### src/rtl/ucil_map.svh
// Register offsets, field positions, reset values and codes of the block
`ifndef UCIL_MAP_SVH
`define UCIL_MAP_SVH
`define UCIL_ADR_RXHOLD 4'h0
`define UCIL_ADR_MASK 4'h1
`define UCIL_ADR_SRC 4'h2
`define UCIL_ADR_MCTL 4'h4
`define UCIL_ADR_LSTAT 4'h5
`define UCIL_ADR_MSTAT 4'h6
`define UCIL_ADR_FCTL 4'h8
`define UCIL_ADR_ENH 4'h9
`define UCIL_ADR_TXLVL 4'hA
`define UCIL_ADR_RXLVL 4'hB
`define UCIL_MASK_RX 0
`define UCIL_MASK_TX 1
`define UCIL_MASK_LS 2
`define UCIL_MASK_MS 3
`define UCIL_MASK_RSVD 4
`define UCIL_MASK_XOFF 5
`define UCIL_MASK_RTS 6
`define UCIL_MASK_CTS 7
`define UCIL_ENH_UNLOCK 4
`define UCIL_ENH_AUTO_RTS 6
`define UCIL_ENH_AUTO_CTS 7
`define UCIL_FCTL_AUTO485 5
`define UCIL_MCTL_PAIR 2
`define UCIL_FIFO_EN 0
`define UCIL_FIFO_RXRST 1
`define UCIL_FIFO_TXRST 2
`define UCIL_SRC_LS 6'h06
`define UCIL_SRC_RXD 6'h04
`define UCIL_SRC_TMO 6'h0C
`define UCIL_SRC_TX 6'h02
`define UCIL_SRC_MS 6'h00
`define UCIL_SRC_XCH 6'h10
`define UCIL_SRC_PIN 6'h20
`define UCIL_SRC_NONE 6'h01
`define UCIL_RST_SRC 8'h01
`define UCIL_RST_REG 8'h00
`define UCIL_TMO_CHARS 4
`define UCIL_TMO_EXTRA_BITS 12
`endif

### src/rtl/ucil_pkg.sv
// State record types of the channel interrupt logic
package ucil_pkg;
    typedef struct packed {
        logic [7:0] mask;
        logic fifo_en;
        logic [1:0] rx_sel;
        logic [1:0] tx_sel;
        logic [7:0] mctl;
        logic [7:0] fctl;
        logic [7:0] enh;
        logic [7:0] rxlvl;
        logic [7:0] txlvl;
        logic ls_p;
        logic tmo_p;
        logic tx_p;
        logic xch_p;
        logic spc_p;
        logic pin_p;
        logic wake;
        logic cts_q;
        logic rts_q;
        logic head_q;
        logic hold_q;
        logic empty_q;
        logic above_q;
        logic [7:0] rdata;
        logic irq;
        logic rx_rst;
        logic tx_rst;
    } ucil_state_type;

    typedef struct packed {
        logic [7:0] cnt;
        logic fired;
        logic expire;
    } ucil_tmo_type;
endpackage : ucil_pkg

### src/rtl/ucil_trig_sel.sv
// Trigger level lookup from the selected table and selection bits
`timescale 1ns/1ps
`include "ucil_map.svh"
module ucil_trig_sel
    import ucil_pkg::*;
(
    input wire logic [1:0] table_sel, // Table choice
    input wire logic [1:0] rx_sel, // Receive level index
    input wire logic [1:0] tx_sel, // Transmit level index
    input wire logic [7:0] rxlvl, // Programmed receive level
    input wire logic [7:0] txlvl, // Programmed transmit level
    output logic [7:0] rx_lvl, // Active receive trigger
    output logic [7:0] tx_lvl // Active transmit trigger
);
    // Fixed tables; index {table, is_tx, sel}
    function automatic logic [7:0] ucil_lvl(input logic [4:0] idx);
        unique case (idx)
            5'h00: ucil_lvl = 8'h01;
            5'h01: ucil_lvl = 8'h04;
            5'h02: ucil_lvl = 8'h08;
            5'h03: ucil_lvl = 8'h0E;
            5'h04, 5'h05, 5'h06, 5'h07: ucil_lvl = 8'h01;
            5'h08: ucil_lvl = 8'h08;
            5'h09: ucil_lvl = 8'h10;
            5'h0A: ucil_lvl = 8'h18;
            5'h0B: ucil_lvl = 8'h1C;
            5'h0C: ucil_lvl = 8'h10;
            5'h0D: ucil_lvl = 8'h08;
            5'h0E: ucil_lvl = 8'h18;
            5'h0F: ucil_lvl = 8'h1E;
            5'h10: ucil_lvl = 8'h08;
            5'h11: ucil_lvl = 8'h10;
            5'h12: ucil_lvl = 8'h38;
            5'h13: ucil_lvl = 8'h3C;
            5'h14: ucil_lvl = 8'h08;
            5'h15: ucil_lvl = 8'h10;
            5'h16: ucil_lvl = 8'h20;
            5'h17: ucil_lvl = 8'h38;
            default: ucil_lvl = 8'h01;
        endcase
    endfunction : ucil_lvl

    always_comb begin
        if (table_sel == 2'h3) begin
            rx_lvl = rxlvl;
            tx_lvl = txlvl;
        end else begin
            rx_lvl = ucil_lvl({table_sel, 1'b0, rx_sel});
            tx_lvl = ucil_lvl({table_sel, 1'b1, tx_sel});
        end
    end
endmodule : ucil_trig_sel

### src/rtl/ucil_rx_tmo.sv
// Receive idle timer counting bit ticks while data waits
`timescale 1ns/1ps
`include "ucil_map.svh"
module ucil_rx_tmo
    import ucil_pkg::*;
#(
    parameter int CHAR_BITS = 10
) (
    input wire logic clk, // System clock
    input wire logic srst, // Synchronous reset
    input wire logic bit_tick, // One pulse per bit time
    input wire logic arm, // Data waiting in receive FIFO
    input wire logic restart, // Character received or data read
    output logic expire // One cycle at timeout
);
    localparam int LIMIT =
        `UCIL_TMO_CHARS * CHAR_BITS + `UCIL_TMO_EXTRA_BITS;
    if (LIMIT > 255) begin : g_chk
        $error("timeout exceeds counter");
    end
    ucil_tmo_type s, nxt;

    always_comb begin
        nxt = s;
        nxt.expire = 1'b0;
        if (!arm || restart) begin
            nxt.cnt = 8'h00;
            nxt.fired = 1'b0;
        end else if (bit_tick && !s.fired) begin
            nxt.cnt = s.cnt + 8'h01;
            if (nxt.cnt == 8'(LIMIT)) begin
                nxt.expire = 1'b1;
                nxt.fired = 1'b1;
            end
        end
    end

    // State register
    always_ff @(posedge clk) begin
        if (srst) begin
            s <= '0;
        end else begin
            s <= nxt;
        end
    end
    assign expire = s.expire;
endmodule : ucil_rx_tmo

### src/rtl/ucil_top.sv
// Interrupt enable, source encoding and trigger logic of one channel
`timescale 1ns/1ps
`include "ucil_map.svh"
// Function
// - CTS rising edge interrupt, enable unlocked only
// - RTS output rising edge interrupt
// - Received Xoff raises an interrupt
// - Any modem delta bit interrupts
// - Error char interrupts, again at head
// - Line status shows head flags, FIFO error
// - Transmit ready below trigger and on empty
// - Half-duplex waits for shifter empty, FIFO mode only
// - Receive data ready by hold or trigger
// - Read returns highest pending source
// - Six-bit priority source codes
// - Timeout four chars plus twelve bits
// - Status reads clear their interrupts
// - Data ready holds until below trigger
// - Transmit ready cleared by read or write
// - Flow char clears by read, special char also by next char
// - Flow pin change under auto flow control
// - Wake-up indication cleared by global read
// - Source bits 7:6 show FIFO enable
// - Source bit 0 low when pending
// - Receive trigger selection, shared table
// - Transmit trigger selection, unlocked only
// - Table choice from feature control bits
module ucil_top
    import ucil_pkg::*;
#(
    parameter int CNT_W = 7,
    parameter int CHAR_BITS = 10
) (
    input wire logic clk, // System clock
    input wire logic srst, // Synchronous reset
    input wire logic [3:0] addr, // Register address
    input wire logic [7:0] wdata, // Write data
    input wire logic wr, // Write strobe
    input wire logic rd, // Read strobe
    output logic [7:0] rdata_ff, // Read data, cycle after strobe
    input wire logic [CNT_W-1:0] rx_count, // Receive FIFO level
    input wire logic [CNT_W-1:0] tx_count, // Transmit FIFO level
    input wire logic rx_err_char, // Errored char arrived pulse
    input wire logic [3:0] head_err, // Break/frame/parity/overrun
    input wire logic fifo_err_any, // Any errored byte in FIFO
    input wire logic tx_hold_empty, // Holding register empty
    input wire logic tx_shift_empty, // Shift register empty
    input wire logic [3:0] mstat_delta, // Modem delta bits
    input wire logic xoff_det, // Xoff received pulse
    input wire logic xon_det, // Xon received pulse
    input wire logic spc_det, // Special char received pulse
    input wire logic char_rx, // Any char received pulse
    input wire logic cts_n, // Clear-to-send input level
    input wire logic dsr_n, // Data-set-ready input level
    input wire logic rts_n, // Own request-to-send level
    input wire logic dtr_n, // Own terminal-ready level
    input wire logic wake_evt, // Channel left sleep pulse
    input wire logic gint_rd, // Global source read pulse
    input wire logic bit_tick, // One pulse per bit time
    output logic irq_ff, // Interrupt pending, high
    output logic wake_ind_ff, // Wake-up indication
    output logic fifo_en_ff, // FIFOs enabled
    output logic rx_rst_ff, // Receive FIFO reset pulse
    output logic tx_rst_ff // Transmit FIFO reset pulse
);
    if (CNT_W < 7 || CNT_W > 8) begin : g_chk
        $error("CNT_W must be 7 or 8");
    end
    ucil_state_type s, nxt;
    logic [7:0] rx_lvl;
    logic [7:0] tx_lvl;
    logic tmo_hit;
    logic [7:0] rxc;
    logic [7:0] txc;
    logic rd_src;
    logic rd_lstat;
    logic rd_mstat;
    logic rd_hold;
    logic rxd_p;
    logic ms_p;
    logic [5:0] code;
    logic [7:0] lstat_val;

    // Highest pending source, level 1 first
    function automatic logic [5:0] ucil_code(input logic [6:0] p);
        if (p[0]) ucil_code = `UCIL_SRC_LS;
        else if (p[1]) ucil_code = `UCIL_SRC_RXD;
        else if (p[2]) ucil_code = `UCIL_SRC_TMO;
        else if (p[3]) ucil_code = `UCIL_SRC_TX;
        else if (p[4]) ucil_code = `UCIL_SRC_MS;
        else if (p[5]) ucil_code = `UCIL_SRC_XCH;
        else if (p[6]) ucil_code = `UCIL_SRC_PIN;
        else ucil_code = `UCIL_SRC_NONE;
    endfunction : ucil_code

    // Trigger levels from active table
    ucil_trig_sel u_trig (
        .table_sel(s.fctl[7:6]),
        .rx_sel(s.rx_sel),
        .tx_sel(s.tx_sel),
        .rxlvl(s.rxlvl),
        .txlvl(s.txlvl),
        .rx_lvl(rx_lvl),
        .tx_lvl(tx_lvl)
    );

    // Receive idle timer
    ucil_rx_tmo #(.CHAR_BITS(CHAR_BITS)) u_tmo (
        .clk(clk),
        .srst(srst),
        .bit_tick(bit_tick),
        .arm(s.fifo_en && rx_count != '0),
        .restart(char_rx || rd_hold),
        .expire(tmo_hit)
    );

    // Decoded reads and live source levels
    always_comb begin
        rxc = 8'(rx_count);
        txc = 8'(tx_count);
        rd_src = rd && addr == `UCIL_ADR_SRC;
        rd_lstat = rd && addr == `UCIL_ADR_LSTAT;
        rd_mstat = rd && addr == `UCIL_ADR_MSTAT;
        rd_hold = rd && addr == `UCIL_ADR_RXHOLD;
        rxd_p = s.mask[`UCIL_MASK_RX] &&
            (s.fifo_en ? rxc >= rx_lvl : rxc != 8'h00);
        ms_p = s.mask[`UCIL_MASK_MS] && (|mstat_delta);
        code = ucil_code({s.pin_p, s.xch_p | s.spc_p, ms_p, s.tx_p,
            s.tmo_p, rxd_p, s.ls_p});
        // Head byte flags plus FIFO error
        lstat_val = {fifo_err_any, tx_hold_empty && tx_shift_empty,
            tx_hold_empty, head_err, rxc != 8'h00};
    end

    // Next state of the whole block
    always_comb begin
        logic tx_ev;
        logic above;
        logic empty_c;
        logic pin_in;
        logic pin_out;
        logic head_now;
        tx_ev = 1'b0;
        above = txc >= tx_lvl;
        empty_c = tx_count == '0 &&
            (!s.fctl[`UCIL_FCTL_AUTO485] || tx_shift_empty);
        // Pin pair chosen by modem control
        pin_in = s.mctl[`UCIL_MCTL_PAIR] ? dsr_n : cts_n;
        pin_out = s.mctl[`UCIL_MCTL_PAIR] ? dtr_n : rts_n;
        head_now = |head_err;
        nxt = s;
        nxt.rx_rst = 1'b0;
        nxt.tx_rst = 1'b0;
        nxt.cts_q = pin_in;
        nxt.rts_q = pin_out;
        nxt.head_q = head_now;
        nxt.hold_q = tx_hold_empty;
        nxt.empty_q = empty_c;
        nxt.above_q = above;
        nxt.rdata = 8'h00;

        // Register writes
        if (wr) begin
            unique case (addr)
                `UCIL_ADR_MASK: begin
                    nxt.mask = wdata;
                    nxt.mask[`UCIL_MASK_RSVD] = 1'b0;
                    if (!s.enh[`UCIL_ENH_UNLOCK]) begin
                        nxt.mask[7:5] = s.mask[7:5];
                    end
                end
                `UCIL_ADR_SRC: begin
                    nxt.fifo_en = wdata[`UCIL_FIFO_EN];
                    if (wdata[`UCIL_FIFO_EN]) begin
                        nxt.rx_sel = wdata[7:6];
                        if (s.enh[`UCIL_ENH_UNLOCK]) begin
                            nxt.tx_sel = wdata[5:4];
                        end
                        nxt.rx_rst = wdata[`UCIL_FIFO_RXRST];
                        nxt.tx_rst = wdata[`UCIL_FIFO_TXRST];
                    end
                end
                `UCIL_ADR_MCTL: nxt.mctl = wdata;
                `UCIL_ADR_FCTL: nxt.fctl = wdata;
                `UCIL_ADR_ENH: nxt.enh = wdata;
                `UCIL_ADR_TXLVL: nxt.txlvl = wdata;
                `UCIL_ADR_RXLVL: nxt.rxlvl = wdata;
                default: ;
            endcase
        end

        // Register reads, answered next cycle
        if (rd) begin
            unique case (addr)
                `UCIL_ADR_MASK: nxt.rdata = s.mask;
                `UCIL_ADR_SRC: nxt.rdata = {{2{s.fifo_en}}, code};
                `UCIL_ADR_LSTAT: nxt.rdata = lstat_val;
                `UCIL_ADR_MCTL: nxt.rdata = s.mctl;
                `UCIL_ADR_FCTL: nxt.rdata = s.fctl;
                `UCIL_ADR_ENH: nxt.rdata = s.enh;
                default: nxt.rdata = 8'h00;
            endcase
        end

        // Error char, and again at head
        nxt.ls_p = (s.ls_p && !rd_lstat) || (s.mask[`UCIL_MASK_LS] &&
            (rx_err_char || (head_now && !s.head_q)));
        // Timer expiry, cleared by data read
        nxt.tmo_p = (s.tmo_p && !rd_hold) ||
            (tmo_hit && s.mask[`UCIL_MASK_RX]);
        // FIFO mode: below trigger, then again on empty; otherwise holding register empty edge
        if (s.fifo_en) begin
            tx_ev = (s.above_q && !above) || (empty_c && !s.empty_q);
        end else begin
            tx_ev = tx_hold_empty && !s.hold_q;
        end
        // Cleared by source read or data write
        nxt.tx_p = (s.tx_p && !(rd_src && code == `UCIL_SRC_TX) &&
            !(wr && addr == `UCIL_ADR_RXHOLD)) ||
            (tx_ev && s.mask[`UCIL_MASK_TX]);
        // Flow chars clear on source read
        nxt.xch_p = (s.xch_p && !(rd_src && code == `UCIL_SRC_XCH)) ||
            (s.mask[`UCIL_MASK_XOFF] && (xoff_det || xon_det));
        // Special char also clears on next char
        nxt.spc_p = (s.spc_p && !(rd_src && code == `UCIL_SRC_XCH) &&
            !char_rx) || (s.mask[`UCIL_MASK_XOFF] && spc_det);
        nxt.pin_p = (s.pin_p && !rd_mstat) ||
            (pin_in && !s.cts_q && s.mask[`UCIL_MASK_CTS] &&
            s.enh[`UCIL_ENH_AUTO_CTS]) ||
            (pin_out && !s.rts_q && s.mask[`UCIL_MASK_RTS] &&
            s.enh[`UCIL_ENH_AUTO_RTS]);
        nxt.wake = (s.wake && !gint_rd) || wake_evt;
        nxt.irq = nxt.ls_p || nxt.tmo_p || nxt.tx_p || nxt.xch_p ||
            nxt.spc_p || nxt.pin_p || rxd_p || ms_p;
    end

    // State register
    always_ff @(posedge clk) begin
        if (srst) begin
            s <= '0;
            s.rdata <= `UCIL_RST_REG;
            // Pins idle high, so no false edge at release
            s.cts_q <= 1'b1;
            s.rts_q <= 1'b1;
        end else begin
            s <= nxt;
        end
    end

    // Outputs straight from state
    assign rdata_ff = s.rdata;
    assign irq_ff = s.irq;
    assign wake_ind_ff = s.wake;
    assign fifo_en_ff = s.fifo_en;
    assign rx_rst_ff = s.rx_rst;
    assign tx_rst_ff = s.tx_rst;
endmodule : ucil_top

### config.mk
export PLATFORM = sky130hd
export DESIGN_NAME = ucil_top
export DESIGN_NICKNAME = d
export VERILOG_FILES = /design/src/rtl/ucil_pkg.sv /design/src/rtl/ucil_trig_sel.sv /design/src/rtl/ucil_rx_tmo.sv /design/src/rtl/ucil_top.sv
export VERILOG_INCLUDE_DIRS = /design/src /design/src/rtl
export SDC_FILE = /design/constraint.sdc
export NUM_CORES = 1
export LEC_CHECK = 0
export BUFFER_PORTS_ARGS = -buffer_cell sky130_fd_sc_hd__buf_2
export CAP_MARGIN = 20
export CORE_MARGIN = 1
export CORE_UTILIZATION = 35
export DETAILED_ROUTE_END_ITERATION = 10
export PLACE_DENSITY = 0.58
export SLEW_MARGIN = 20
export SYNTH_ARGS = -nofsm -noshare
export SYNTH_HDL_FRONTEND = slang
export SYNTH_HIERARCHICAL = 1
export SYNTH_SLANG_ARGS = --single-unit
### constraint.sdc
create_clock -name clk -period 4.95 [get_ports clk]
set_clock_uncertainty 0.15 [all_clocks]
set_input_delay 0.495 -clock clk [delete_from_list [all_inputs] [get_ports clk]]
set_output_delay 0.495 -clock clk [all_outputs]
set_load 0.005 [all_outputs]
==> metrics.md <==
| Metric | Value |
|---|---|
| Status | `completed` |
| Filler cell count | `about 1.3k` |
| Clock tree buffer depth | `2` |
| DP Cell Count | `approximately 700` |
| Critical Path End Type | `flip-flop` |
| # IOs | `between 60 and 70` |
| Top-count cell post-synth | `dfxtp_1` |
| Pleak | `1.99 nW` |
| CP Data Arrival Time | `3420 ps` |
| Worst Path Required | `5060 ps` |
| Mapped Cells | `roughly 510` |
| Core region area | `approximately 13,000 sq um` |
| Root Buffer | `clkbuf_16` |
| Die width | `about 120 microns` |
| Worst Path Buf+Inv | `0` |
| Die Area | `13,300 sq um` |
| Slew margin rel. | `0.392` |
| Final Instance Count excl. Fillers | `between 700 and 800` |
| #FFs+latches synth | `86` |
| Total grt overflow | `0` |
| Worst-path cell chain | `nand3_1 -> o41ai_1 -> ha_1 -> nand2b_4 -> a2111o_1 -> a311oi_2 -> o21ai_2 -> or4_1 -> o21ai_0` |
| Clock slew at reported path FFs | `about 60 ps` |
| M1 WL | `5470 microns` |
| Layout area overhead | `14.7%` |
| H-Tree Depth | `3` |
| Maximum vdd drop | `around 0.16 mV` |
| Largest cells by area after synthesis | `dfxtp_1 38%, mux2i_1 12%, nor2_1 5.9%` |
| Post-CTS resize count | `0` |
| CTS Sinks | `86` |
| Vias in the first global route | `around 3.7k` |
| ANT nets after route | `0` |
| Net Count, Synth | `~590` |
| Final period utilization | `0.668` |
| Post-CTS setup buffers | `0` |
| Synth top cells by count | `86 x dfxtp_1, 71 x nor2_1, 53 x mux2i_1` |
| Post-DP Area | `about 4800 sq um` |
| Starting Density | `0.357` |
| RSZ-0062 raised after global routing | `no` |
| Post-detail-place hpwl | `8800 microns` |
| Post-route cell area | `roughly 5000 sq um` |
| Met3 WL | `roughly 560 microns` |
| Synth warnings | `6` |
| Syn avg cell area | `approximately 8.7 sq um` |
| HP Class | `input port to flip-flop` |
| Antenna violations before repair | `0` |
| # setup viols final | `0` |
| DR WL/cell | `roughly 16 microns` |
| Fmax | `slightly above 300 MHz` |
| I/O Buffers | `65` |
| Die span in y | `roughly 120 microns` |
| Layout cells sized above 1 | `0.179` |
| Sequential cell area | `1720 sq um` |
| CP top delay family | `compound AO/OA/AOI/OAI gates` |
| Final setup TNS | `0 ps` |
| Prevailing post-synth register cell | `dfxtp_1` |
| EDFF count, synth | `0` |
| Final slew viol count | `0` |
| Crit path time final | `3310 ps` |
| Max Cap Viol | `0` |
| Yosys top cell area share | `0.384` |
| Async S/R FF share, synth | `0` |
| Worst Tran Pin Value | `about 910 ps` |
| DRT iter0 DRCs | `300` |
| Vias | `approximately 3.9k` |
| Critical path class | `flip-flop to flip-flop` |
| Final Core Density | `0.410` |
| Largest net degree at the start of global routing | `44` |
| Mapped Area | `4490 sq um` |
| CP max FO | `24` |
| Rows | `between 40 and 50` |
| CTS tree | `done` |
| CTS Buf Count | `9` |
| First-pass GRT wire length | `19,300 microns` |
| Slowest stage delay, CP | `roughly 850 ps` |
| Area leader, netlist | `dfxtp_1` |
| Multi-input logic area | `about 2500 sq um` |
| Hold-fix buffers at CTS | `0` |
| Met2 wire len | `5760 microns` |
| Remaining DRCs | `0` |
| Slowest CP cell | `dfxtp_1` |
| Top Metal Used | `met4` |
| First-pass detailed-route iteration total | `8` |
| Routed wire length | `~12,000 microns` |
| Clock latency on the worst-skew pair | `about 340 ps` |
| Seq/Total Area, Yosys | `0.384` |
| CP startpoint kind | `flip-flop` |
| Final nets | `630` |
| Final hold vios | `0` |
| Placer Congestion | `around 0.88` |
| Number of antenna cells inserted | `0` |
| Vias per inst | `5.23` |
| Post-synth cell types | `70` |
| GRT Overall Usage | `0.192` |
| Pwr Density | `between 200 and 300 nW/um^2` |
-- layout by cell type, fill, tap and decap left out, types with 7 or more instances in the layout --
| master | instances |
|---|---|
| dfxtp_1 | 86 |
| nor2_1 | 71 |
| buf_2 | 65 |
| mux2i_1 | 53 |
| nand2_1 | 38 |
| a21oi_1 | 27 |
| inv_1 | 20 |
| nand3_1 | 19 |
| ha_1 | 18 |
| o21ai_0 | 15 |
| nor3_1 | 12 |
| nand2b_1 | 12 |
| clkbuf_16 | 9 |
| nor2b_1 | 7 |
-- final cells by class --
cell class / count / area share
multi-input combinational: 373 / 0.483
sequential: 86 / 0.334
timing repair buffer: 67 / 0.0661
clock buffer: 13 / 0.0505
tap: 172 / 0.0418
inverter: 22 / 0.0160
clock inverter: 3 / 0.00826
-- power breakdown --
part           leakage, nW  switching [mW]  internal (mW)  total, mW
Combinational         1.15          0.0723         0.0449      0.117
Clock                0.146           0.268          0.418      0.686
Sequential           0.695         0.00659          0.701      0.707
-- metrics by stage --
step	setup slack [ps]	total power [mW]	hold slack (ps)
floorplan	2130	0.788	286
global placement	1750	0.837	292
detailed placement	1650	0.839	307
CTS	1620	1.52	209
global route	1430	1.57	219
finish	1640	1.51	216
-- cell families after synthesis --
group / Yosys count / synth area share
adders and majority gates: 20 / 0.0552
and+or+nand+nor: 207 / 0.236
buffers and inverters: 55 / 0.0624
muxes: 54 / 0.121
AOI/OAI and AO/OA: 86 / 0.131
DFF: 86 / 0.384
xor gates and xnor gates: 6 / 0.0117
-- final timing paths --
| check | from | endpoint | slack, ps | cells after the start |
|---|---|---|---|---|
| setup reg to reg | s[54] | rdata_ff[0] | 1640 | 9 |
| setup / recovery | s[54] | rdata_ff[0] | 1640 | 9 |
| hold / removal | wake_evt | wake_ind_ff | 220 | 3 |
| hold reg to reg | s[56] | s[56] | 310 | 2 |
-- sequential cells by signal, indices dropped and copies added, names as in the netlist --
signal,cells
rx_rst_ff,1
wake_ind_ff,1
s,63
u_tmo/s,9
rdata_ff,8
tx_rst_ff,1
u_tmo/expire,1
irq_ff,1
fifo_en_ff,1
-- per-layer routing --
metal | GRT usage | vias to the layer above
met5 | 0 | -
li1 | - | 1911
met1 | 0.247 | 1837
met2 | 0.318 | 92
met3 | 0.0416 | 11
met4 | 0.0615 | 0
-- tightest hold or removal path, stage by stage --
cell     delay (ps)
buf_2            70
a21oi_1          30
nor2_1           70
Power figures use the tool's default switching activity.
